==> src/include/wdit_pkg.sv <==
// Package for the watchdog / interval timer: offsets, fields, resets, timing
package wdit_pkg;
    // ----------------------------------------
    // Addresses (lower 16 bits)
    // ----------------------------------------
    localparam logic [15:0] ADDR_CTRL_WR   = 16'hFFA8;
    localparam logic [15:0] ADDR_RSTCS_WR  = 16'hFFAA;
    localparam logic [15:0] ADDR_CTRL_RD   = 16'hFFA8;
    localparam logic [15:0] ADDR_CNT_RD    = 16'hFFA9;
    localparam logic [15:0] ADDR_RSTCS_RD  = 16'hFFAB;
    // ----------------------------------------
    // Passwords and clear value
    // ----------------------------------------
    localparam logic [7:0] PW_COUNTER      = 8'h5A;
    localparam logic [7:0] PW_CONTROL      = 8'hA5;
    localparam logic [7:0] RST_CLEAR_DATA  = 8'h00;
    // ----------------------------------------
    // Field positions
    // ----------------------------------------
    localparam int OVF_BIT    = 7;
    localparam int MODE_BIT   = 6;
    localparam int ENABLE_BIT = 5;
    localparam int CKS_MSB    = 2;
    localparam int WATCHDOG_RESET_FLAG_BIT   = 7;
    localparam int RESET_OUTPUT_ENABLE_BIT  = 6;
    // ----------------------------------------
    // Reset values
    // ----------------------------------------
    localparam logic [7:0] CTRL_RESET   = 8'h18;
    localparam logic [7:0] CNT_RESET    = 8'h00;
    localparam logic [7:0] RSTCS_RESET  = 8'h3F;
    localparam logic [1:0] CTRL_RSVD    = 2'b11;
    localparam logic [5:0] RSTCS_RSVD   = 6'h3F;
    // ----------------------------------------
    // Timing (states = system clock cycles)
    // ----------------------------------------
    localparam int INT_RESET_STATES = 518;
    localparam int OUT_RESET_STATES = 132;
    localparam int PRESCALE_BITS    = 12;

    typedef struct packed {
        logic        wr;
        logic        word;
        logic        rd;
        logic [15:0] addr;
        logic [15:0] wdata;
    } wdit_bus_t;
endpackage

==> src/rtl/wdit_timer.sv <==
// Watchdog / interval timer with password-protected registers
// Notes on behaviour
// - Three-bit select picks one of eight taps
// - Counter increments on tap while enabled
// - Wrap FF to 00 sets overflow flag
// - Counter zero on reset or disabled
// - Overflow clears after read-one then write-zero
// - Mode bit picks interrupt or reset
// - Reserved bits 4,3 read one
// - Bits 7..5 clear on reset, standby
// - Clock select cleared only by reset
// - Bit 7 accepts only zero writes
// - Word writes at FFA8/FFAA, byte reads decoded
// - Watchdog overflow resets chip, optional pin
// - Dedicated reset output pin
// - Reset values 18, 00, 3F
// - Password A5/5A selects control or counter
// - A5 00 clears flag, 5A writes enable
// - Internal reset 518, pin 132 states
// - Reset flag survives internal reset
`timescale 1ns/10ps
module wdit_timer (
    input  wire logic                  i_clk,
    input  wire logic                  i_rst_b,
    input  wire logic                  i_standby,
    input  wire wdit_pkg::wdit_bus_t   i_bus,
    output logic [7:0]                 o_rdata,
    output logic                       o_irq,
    output logic                       o_chip_reset,
    output logic                       o_reset_output_pin_b
);
    // ----------------------------------------
    // State
    // ----------------------------------------
    logic [wdit_pkg::PRESCALE_BITS-1:0] presc_r;
    logic [7:0]  wdog_counter_r;
    logic        overflow_flag_r;
    logic        timer_mode_r;
    logic        timer_enable_r;
    logic [2:0]  clock_select_r;
    logic        watchdog_reset_flag_r;
    logic        reset_output_enable_r;
    logic        ovf_seen_r;
    logic [9:0]  int_cnt_r;
    logic [7:0]  out_cnt_r;
    logic        tick;
    logic        wrap;
    logic        wr_ctrl;
    logic        wr_cnt;
    logic        wr_rst_clr;
    logic        wr_rst_oe;
    logic        internal_clear;
    logic [7:0]  ctrl_view;
    logic [7:0]  rstcs_view;
    logic [wdit_pkg::PRESCALE_BITS-1:0] presc_nxt;
    logic        wr_word;
    logic [7:0]  wr_password;
    logic [7:0]  wr_payload;
    logic        wdog_fire;
    logic        ctrl_clear;
    logic        rd_ctrl;
    logic        rd_cnt;
    logic        rd_rstcs;
    logic        ovf_read_one;
    logic        ovf_clear;
    logic [7:0]  rd_mux;

    // ----------------------------------------
    // Prescaler and tap select
    // ----------------------------------------
    // Free running so a tap change never restarts it
    // A tap change while enabled can cut the first period short
    assign presc_nxt = presc_r + 12'h001;
    always_ff @(posedge i_clk or negedge i_rst_b) begin
        if (!i_rst_b) begin
            presc_r <= '0;
        end else begin
            presc_r <= presc_nxt;
        end
    end

    // Tick on the bit's rising edge: one pulse per divided period
    always_comb begin
        case (clock_select_r)
            3'd0:    tick = presc_nxt[0]  & ~presc_r[0];
            3'd1:    tick = presc_nxt[4]  & ~presc_r[4];
            3'd2:    tick = presc_nxt[5]  & ~presc_r[5];
            3'd3:    tick = presc_nxt[6]  & ~presc_r[6];
            3'd4:    tick = presc_nxt[7]  & ~presc_r[7];
            3'd5:    tick = presc_nxt[8]  & ~presc_r[8];
            3'd6:    tick = presc_nxt[10] & ~presc_r[10];
            default: tick = presc_nxt[11] & ~presc_r[11];
        endcase
    end

    // ----------------------------------------
    // Write decode
    // ----------------------------------------
    // Byte writes are dropped: password needs the full word
    always_comb begin
        wr_ctrl    = 1'b0;
        wr_cnt     = 1'b0;
        wr_rst_clr = 1'b0;
        wr_rst_oe  = 1'b0;
        if (wr_word && i_bus.addr == wdit_pkg::ADDR_CTRL_WR) begin
            wr_ctrl = (wr_password == wdit_pkg::PW_CONTROL);
            wr_cnt  = (wr_password == wdit_pkg::PW_COUNTER);
        end else if (wr_word && i_bus.addr == wdit_pkg::ADDR_RSTCS_WR) begin
            wr_rst_clr = (wr_password == wdit_pkg::PW_CONTROL)
                       && (wr_payload == wdit_pkg::RST_CLEAR_DATA);
            wr_rst_oe  = (wr_password == wdit_pkg::PW_COUNTER);
        end
    end

    // ----------------------------------------
    // Access fields
    // ----------------------------------------
    assign wr_word     = i_bus.wr && i_bus.word;
    assign wr_password = i_bus.wdata[15:8];
    assign wr_payload  = i_bus.wdata[7:0];

    // ----------------------------------------
    // Overflow sources
    // ----------------------------------------
    // Standby or internal reset masks a wrap so neither fires a reset
    assign wrap = timer_enable_r && tick && (wdog_counter_r == 8'hFF) && !wr_cnt
                  && !i_standby && !internal_clear;
    // Internal reset clears the timer registers, but not the reset register or the prescaler
    assign internal_clear = o_chip_reset;
    assign ctrl_clear     = internal_clear || i_standby;
    // Overflow in watchdog mode starts the internal reset pulse and, when the reset output is enabled, the pin pulse
    assign wdog_fire      = wrap && timer_mode_r;
    // Clear is armed by a read of one, then taken by a write of zero
    assign ovf_read_one   = rd_ctrl && overflow_flag_r;
    assign ovf_clear      = wr_ctrl && ovf_seen_r && !wr_payload[wdit_pkg::OVF_BIT];

    // ----------------------------------------
    // Counter
    // ----------------------------------------
    always_ff @(posedge i_clk or negedge i_rst_b) begin
        if (!i_rst_b) begin
            wdog_counter_r <= wdit_pkg::CNT_RESET;
        // Disabled counter is pinned at zero, not frozen
        end else if (ctrl_clear || !timer_enable_r) begin
            wdog_counter_r <= wdit_pkg::CNT_RESET;
        end else if (wr_cnt) begin
            // Write beats a coincident count
            wdog_counter_r <= i_bus.wdata[7:0];
        end else if (tick) begin
            wdog_counter_r <= wdog_counter_r + 8'h01;
        end
    end

    // ----------------------------------------
    // Control/status
    // ----------------------------------------
    always_ff @(posedge i_clk or negedge i_rst_b) begin
        if (!i_rst_b) begin
            timer_mode_r   <= 1'b0;
            timer_enable_r <= 1'b0;
        end else if (ctrl_clear) begin
            timer_mode_r   <= 1'b0;
            timer_enable_r <= 1'b0;
        end else if (wr_ctrl) begin
            timer_mode_r   <= i_bus.wdata[wdit_pkg::MODE_BIT];
            timer_enable_r <= i_bus.wdata[wdit_pkg::ENABLE_BIT];
        end
    end

    // Standby keeps the select; only resets clear it
    always_ff @(posedge i_clk or negedge i_rst_b) begin
        if (!i_rst_b) begin
            clock_select_r <= 3'b000;
        end else if (internal_clear) begin
            clock_select_r <= 3'b000;
        end else if (wr_ctrl) begin
            clock_select_r <= i_bus.wdata[wdit_pkg::CKS_MSB:0];
        end
    end

    // Set wins over clear; clear only after a read of one
    always_ff @(posedge i_clk or negedge i_rst_b) begin
        if (!i_rst_b) begin
            overflow_flag_r <= 1'b0;
            ovf_seen_r      <= 1'b0;
        end else if (ctrl_clear) begin
            overflow_flag_r <= 1'b0;
            ovf_seen_r      <= 1'b0;
        end else if (wrap) begin
            overflow_flag_r <= 1'b1;
        end else begin
            if (ovf_read_one) begin
                ovf_seen_r <= 1'b1;
            end
            if (ovf_clear) begin
                overflow_flag_r <= 1'b0;
                ovf_seen_r      <= 1'b0;
            end
        end
    end

    // ----------------------------------------
    // Reset control/status
    // ----------------------------------------
    // Only the pin reset clears these, never the internal one
    always_ff @(posedge i_clk or negedge i_rst_b) begin
        if (!i_rst_b) begin
            watchdog_reset_flag_r <= 1'b0;
            reset_output_enable_r <= 1'b0;
        end else begin
            // Overflow wins over a coincident clear write
            if (wdog_fire) begin
                watchdog_reset_flag_r <= 1'b1;
            end else if (wr_rst_clr) begin
                watchdog_reset_flag_r <= 1'b0;
            end
            if (wr_rst_oe) begin
                reset_output_enable_r <= i_bus.wdata[wdit_pkg::RESET_OUTPUT_ENABLE_BIT];
            end
        end
    end

    // ----------------------------------------
    // Reset pulse generation
    // ----------------------------------------
    // Pulse lengths count from the overflow edge itself
    always_ff @(posedge i_clk or negedge i_rst_b) begin
        if (!i_rst_b) begin
            int_cnt_r    <= '0;
            o_chip_reset <= 1'b0;
        end else if (wdog_fire) begin
            int_cnt_r    <= 10'(wdit_pkg::INT_RESET_STATES - 1);
            o_chip_reset <= 1'b1;
        end else if (int_cnt_r != '0) begin
            int_cnt_r <= int_cnt_r - 10'd1;
        end else begin
            o_chip_reset <= 1'b0;
        end
    end

    // Pin pulse is shorter and only drives low when enabled
    always_ff @(posedge i_clk or negedge i_rst_b) begin
        if (!i_rst_b) begin
            out_cnt_r            <= '0;
            o_reset_output_pin_b <= 1'b1;
        end else if (wdog_fire) begin
            out_cnt_r            <= 8'(wdit_pkg::OUT_RESET_STATES - 1);
            o_reset_output_pin_b <= !reset_output_enable_r;
        end else if (out_cnt_r != '0) begin
            out_cnt_r <= out_cnt_r - 8'd1;
        end else begin
            o_reset_output_pin_b <= 1'b1;
        end
    end

    // ----------------------------------------
    // Interrupt and read data
    // ----------------------------------------
    // Level request: it drops when the flag clears or when watchdog mode is selected
    always_ff @(posedge i_clk or negedge i_rst_b) begin
        if (!i_rst_b) begin
            o_irq <= 1'b0;
        end else begin
            o_irq <= (overflow_flag_r || wrap) && !timer_mode_r && !internal_clear;
        end
    end

    assign ctrl_view  = {overflow_flag_r, timer_mode_r, timer_enable_r,
                         wdit_pkg::CTRL_RSVD, clock_select_r};
    assign rstcs_view = {watchdog_reset_flag_r, reset_output_enable_r,
                         wdit_pkg::RSTCS_RSVD};

    // ----------------------------------------
    // Read decode
    // ----------------------------------------
    // Byte reads at their own addresses; the write-only word reads as zero
    assign rd_ctrl  = i_bus.rd && i_bus.addr == wdit_pkg::ADDR_CTRL_RD;
    assign rd_cnt   = i_bus.rd && i_bus.addr == wdit_pkg::ADDR_CNT_RD;
    assign rd_rstcs = i_bus.rd && i_bus.addr == wdit_pkg::ADDR_RSTCS_RD;

    always_comb begin
        if (rd_ctrl) begin
            rd_mux = ctrl_view;
        end else if (rd_cnt) begin
            rd_mux = wdog_counter_r;
        end else if (rd_rstcs) begin
            rd_mux = rstcs_view;
        end else begin
            rd_mux = 8'h00;
        end
    end

    // Registered read: data one cycle after the read strobe
    always_ff @(posedge i_clk or negedge i_rst_b) begin
        if (!i_rst_b) begin
            o_rdata <= 8'h00;
        end else if (i_bus.rd) begin
            o_rdata <= rd_mux;
        end
    end
endmodule

==> config.mk <==
export PLATFORM = sky130hd
export DESIGN_NAME = wdit_timer
export DESIGN_NICKNAME = d
export VERILOG_FILES = /design/src/include/wdit_pkg.sv /design/src/rtl/wdit_timer.sv
export SDC_FILE = /design/constraint.sdc
export NUM_CORES = 1
export LEC_CHECK = 0
export BUFFER_PORTS_ARGS = -buffer_cell sky130_fd_sc_hd__buf_4
export CAP_MARGIN = 20
export CELL_PAD_IN_SITES_DETAIL_PLACEMENT = 0
export CELL_PAD_IN_SITES_GLOBAL_PLACEMENT = 1
export CORE_ASPECT_RATIO = 0.6
export CORE_UTILIZATION = 43
export CTS_BUF_LIST = sky130_fd_sc_hd__clkbuf_16
export DETAILED_ROUTE_END_ITERATION = 7
export PLACE_DENSITY_LB_ADDON = 0.1
export SYNTH_ARGS = -nofsm -noshare
export SYNTH_HDL_FRONTEND = slang
export SYNTH_SLANG_ARGS = --single-unit
==> constraint.sdc <==
create_clock -name i_clk -period 2.6 [get_ports i_clk]
set_input_delay 0.39 -clock i_clk [delete_from_list [all_inputs] [get_ports i_clk]]
set_output_delay 0.39 -clock i_clk [all_outputs]
set_load 0.01 [all_outputs]
==> impl_summary.md <==
Outcome
The run finished with clean final reports.

Setup path
The largest delay contributor family on the critical path is simple AND/OR/NAND/NOR gates. The start of the worst register-to-register path is presc_r[2]. The worst register-to-register path ends at o_irq. The sort of element at the end of the critical path is a flop. The register-to-register setup slack is between 0.2 and 0.25 ns. The delay of the slowest cell on the worst path is around 0.38 ns.

The worst register-to-register path has a depth of 11. The data required time of the critical path is roughly 2.8 ns. The slowest stage of the critical path is the dfrtp_1 cell.

The arrival time at the worst endpoint is about 2.6 ns. The critical path goes through and3_1 -> nand2_1 -> nor4_1 -> ha_1 -> mux2i_1 -> nand3_1 -> nand4_2 -> buf_4 -> nor4b_4 -> nor2_1 -> nor3_1. The launching element type of the critical path is a flop.

The critical path starts at presc_r[2]. Along the worst path, the maximum fanout reaches 9. The critical path is of the flop to flop type. Together, buffers and inverters on the worst path number 1.

CTS
The number of buffers inserted during clock tree synthesis is 9. Post-CTS timing repair inserted 0 buffers for setup. After clock tree synthesis, the clock-pin slew on the worst setup and hold paths is roughly 0.050 ns. Counting along the longest clock path gives a buffer depth of 2. The CTS sink count is slightly below 60. The TritonCTS clock tree is built.

The root buffer cell chosen for the clock tree is clkbuf_16. The number of hold buffers added after CTS is 0. The total number of H-tree levels is 3. The latest clock arrival within the worst-skew pair is 0.33 ns.

Power and ir drop
The total power density per cell area is roughly 530 nW/um^2. The worst voltage drop across the vdd grid is approximately 0.46 mV. The switching part of the total power is roughly a fifth. Per report_power, the combinational group accounts for under 10% of the total. The cell-internal power is 1670 uW. The share of power burned in registers is roughly 43%.

Summed over all nets, the switching power comes to 430 uW. The clock network accounts for 52.6% of the total power. The leakage dissipation is between 0.0015 and 0.002 uW.

Routing
The pre-antenna-repair detailed-routing pass consisted of 4 iterations. In the routed layout, each cell is associated on average with a via count of 5.22. The number of violations reported at the end of detailed-routing iteration 0 is approximately 120. The total number of vias is ~2,500. For this run, design rule violations remaining after detail routing come to 0. Once detail routing completed, the nets flagged for antenna violations numbered 0. After detailed routing, the total wire length is roughly 7100 um. Dividing the detail-routed wire length by the instance count gives around 15 um.

GRT
Across every metal layer, demand over resource in global routing totals about a fifth. Entering global routing, the biggest net connects 59 pins. Global routing finished with a remaining overflow of 0.

The first global-routing pass estimated around 12,000 um of wire. The initial antenna violation count is 0. The number of global-route vias before repair came to about 2,400.

Synth
The post-synthesis adder-cell area fraction is under 10%. The synthesized instance count is 327. Summing the areas of all xor and xnor instances in the mapped netlist gives between 5 and 6% of the synthesized area.

The multiplexer fraction of the synthesized cell area is under 10%. Summing the areas of all and, or, nand and nor instances in the mapped netlist gives 25.1% of the synthesized area. The main combinational cell family by area after synthesis is simple AND/OR/NAND/NOR gates. The share of the synthesized area in compound gates (AO/OA/AOI/OAI) is between 7 and 8%.

The number of synthesized flops with an enable pin is 0. The per-instance average area after synthesis is a little under 10 um^2. The Yosys step of the flow raised 0 warnings. Summing every instance area after synthesis gives 3150 um^2. Synthesis inferred between 50 and 60 register bits. The synthesized netlist contains 47 unique library cells. The leading register cell type out of synthesis is dfrtp_1. Sequential cells were found to cover 46.2% of the synthesized design area. The number of nets in the synthesized netlist is roughly 380. After synthesis, the share of flip-flops with an asynchronous set or reset is 100%.

STA
At the pin with the least slew margin, the transition time is 0.752 ns. Based on the critical path, the design can be clocked at up to 0.419 GHz. Clock skew on the completed layout was measured at between 0.008 and 0.009 ns. The final critical path takes up 91.9% of the cycle. After routing, the total negative slack on setup checks comes to 0 ns. Measured against its own limit, the worst slew margin works out to 49.8%. Setup repair after global routing left no endpoint under its margin. The final count of pins violating max slew is 0. The final count of negative-setup-slack endpoints is 0. The number of hold violations in the final report is 0. The final worst slack is between 0.2 and 0.25 ns. The clock period minus final worst setup slack is about 2.4 ns. The tightest hold path in the finished design has a slack of roughly 0.13 ns.

Die
The number of rows in the core area is 23. The starting density of the core is about 46%. In this run the horizontal extent of the chip is between 100 and 150 um. The core region is slightly below 7000 um^2. 49 I/O pins were placed. The die height is roughly 70 um. The total die area is 7670 um^2.

Finish
The layout net count is roughly 440. Relative to the synthesized area, the layout overhead comes to 24.7%. The share of final-layout standard cells stronger than drive strength 1 is about a fifth. 0 antenna diodes ended up in the layout. The library cell used most frequently in the layout, excluding fill and tap cells, is dfrtp_1. The top cell types in the final layout, fill and taps aside, are dfrtp_1, buf_4, nor2_1, inv_1, nand2_1.

Placement
The final RePlAce weighted congestion is 0.827. Before CTS, the worst setup slack after placement is between 0.1 and 0.15 ns. The number of input and output port buffers inserted is 48.

The HPWL after detailed placement is ~5300 um.

Flow run
The count of max-cap constraint violations is 0.

Hold path
In this run the worst hold path is classified as input port to async pin.
[power by group through the flow]
stage / Combinational [uW] / Clock (uW) / Sequential, uW
after floorplan: 17.4 / 0 / 919
after global placement: 88.8 / 0 / 919
after CTS: 90.3 / 1130 / 904
after detailed placement: 90.1 / 0 / 919
after global routing: 97.7 / 1170 / 903
final: 88.4 / 1100 / 905
[flip-flops by register name, indices dropped and copies added (netlist names), 3 cells and up]
name / cells
out_cnt_r: 8
clock_select_r: 3
int_cnt_r: 10
wdog_counter_r: 8
presc_r: 12
o_rdata: 8
[worst reg2reg max path, delay by kind of cell (launching register included)]
kind / cells / cell delay (ns)
adders and majority gates: 1 / 0.21
buffers and inverters: 1 / 0.20
DFF: 1 / 0.38
muxes: 1 / 0.07
and+or+nand+nor: 8 / 1.42
[per-stage QoR]
step	power (uW)	utilization [%]	instances	area, um^2
after floorplan	937	-	327	3150
after global placement	1010	52.8	461	3630
after detailed placement	1010	52.8	461	3630
after CTS	2120	56.9	477	3910
after global routing	2170	57.0	477	3920
final	2100	57.0	477	3920
[how the worst max path moves through the flow]
stage | endpoint | slack [ns] | cells after the start
after floorplan | int_cnt_r[1] | 0.27 | 12
after global placement | o_irq | 0.19 | 12
after detailed placement | o_irq | 0.11 | 11
after CTS | o_irq | 0.09 | 11
after global routing | o_irq | 0.03 | 12
final | o_irq | 0.21 | 11
[synth_stat cells, types with 2 or more instances]
master     count  share of area (%)
o21ai_0       13                2.1
buf_2          2               0.32
xor2_1         7                1.9
mux2i_1       12                3.8
ha_1          12                4.8
a21oi_1        6               0.95
xnor2_1       14                3.9
clkbuf_1       6               0.72
a211oi_1       7                1.7
nand2_1       25                3.0
nand2b_1       5               0.99
inv_1         34                4.1
nor4_1         5               0.99
nor2_1        40                4.8
nand4_1        4               0.80
nor2b_1        4               0.80
o2111ai_1      5                1.4
nand3_1       13                2.1
nor4bb_1       4                1.3
or3_4          2               0.72
and3_1         8                1.6
dfrtp_1       57                 45
mux2_2         4                1.4
and3b_1        2               0.56
nor3_1        11                1.8
o211ai_1       4               0.95
[timing repair]
action                                 CTS  global route
endpoints found under the hold margin    0             0
gates resized for setup                  0             1
setup endpoints to repair                0             1
[cells by family after synthesis]
| kind of cell | after synthesis |
|---|---|
| buf+inv | 42 |
| simple gates | 140 |
| flops | 58 |
| compound gates | 38 |
| fa+ha+maj | 12 |
| xor+xnor | 21 |
| mux | 16 |
[layer usage]
metal  vias to the layer above  wire length (um)  global-route usage [%]
met5                         -                 0                       0
met4                         0                72                    7.17
met2                        47              2930                    30.7
li1                       1247                 -                       -
met1                      1190              3740                    29.8
met3                         7               359                    6.20
[final cells by class]
class / count / area, um^2
Multi-Input combinational cell: 227 / 1540
Inverter: 34 / 128
Clock inverter: 7 / 52.6
Clock buffer: 9 / 225
Timing Repair Buffer: 55 / 413
Fill cell: 627 / 2960
Sequential cell: 58 / 1450
Tap cell: 87 / 109
No activity file was read; power rests on OpenSTA's default activity.
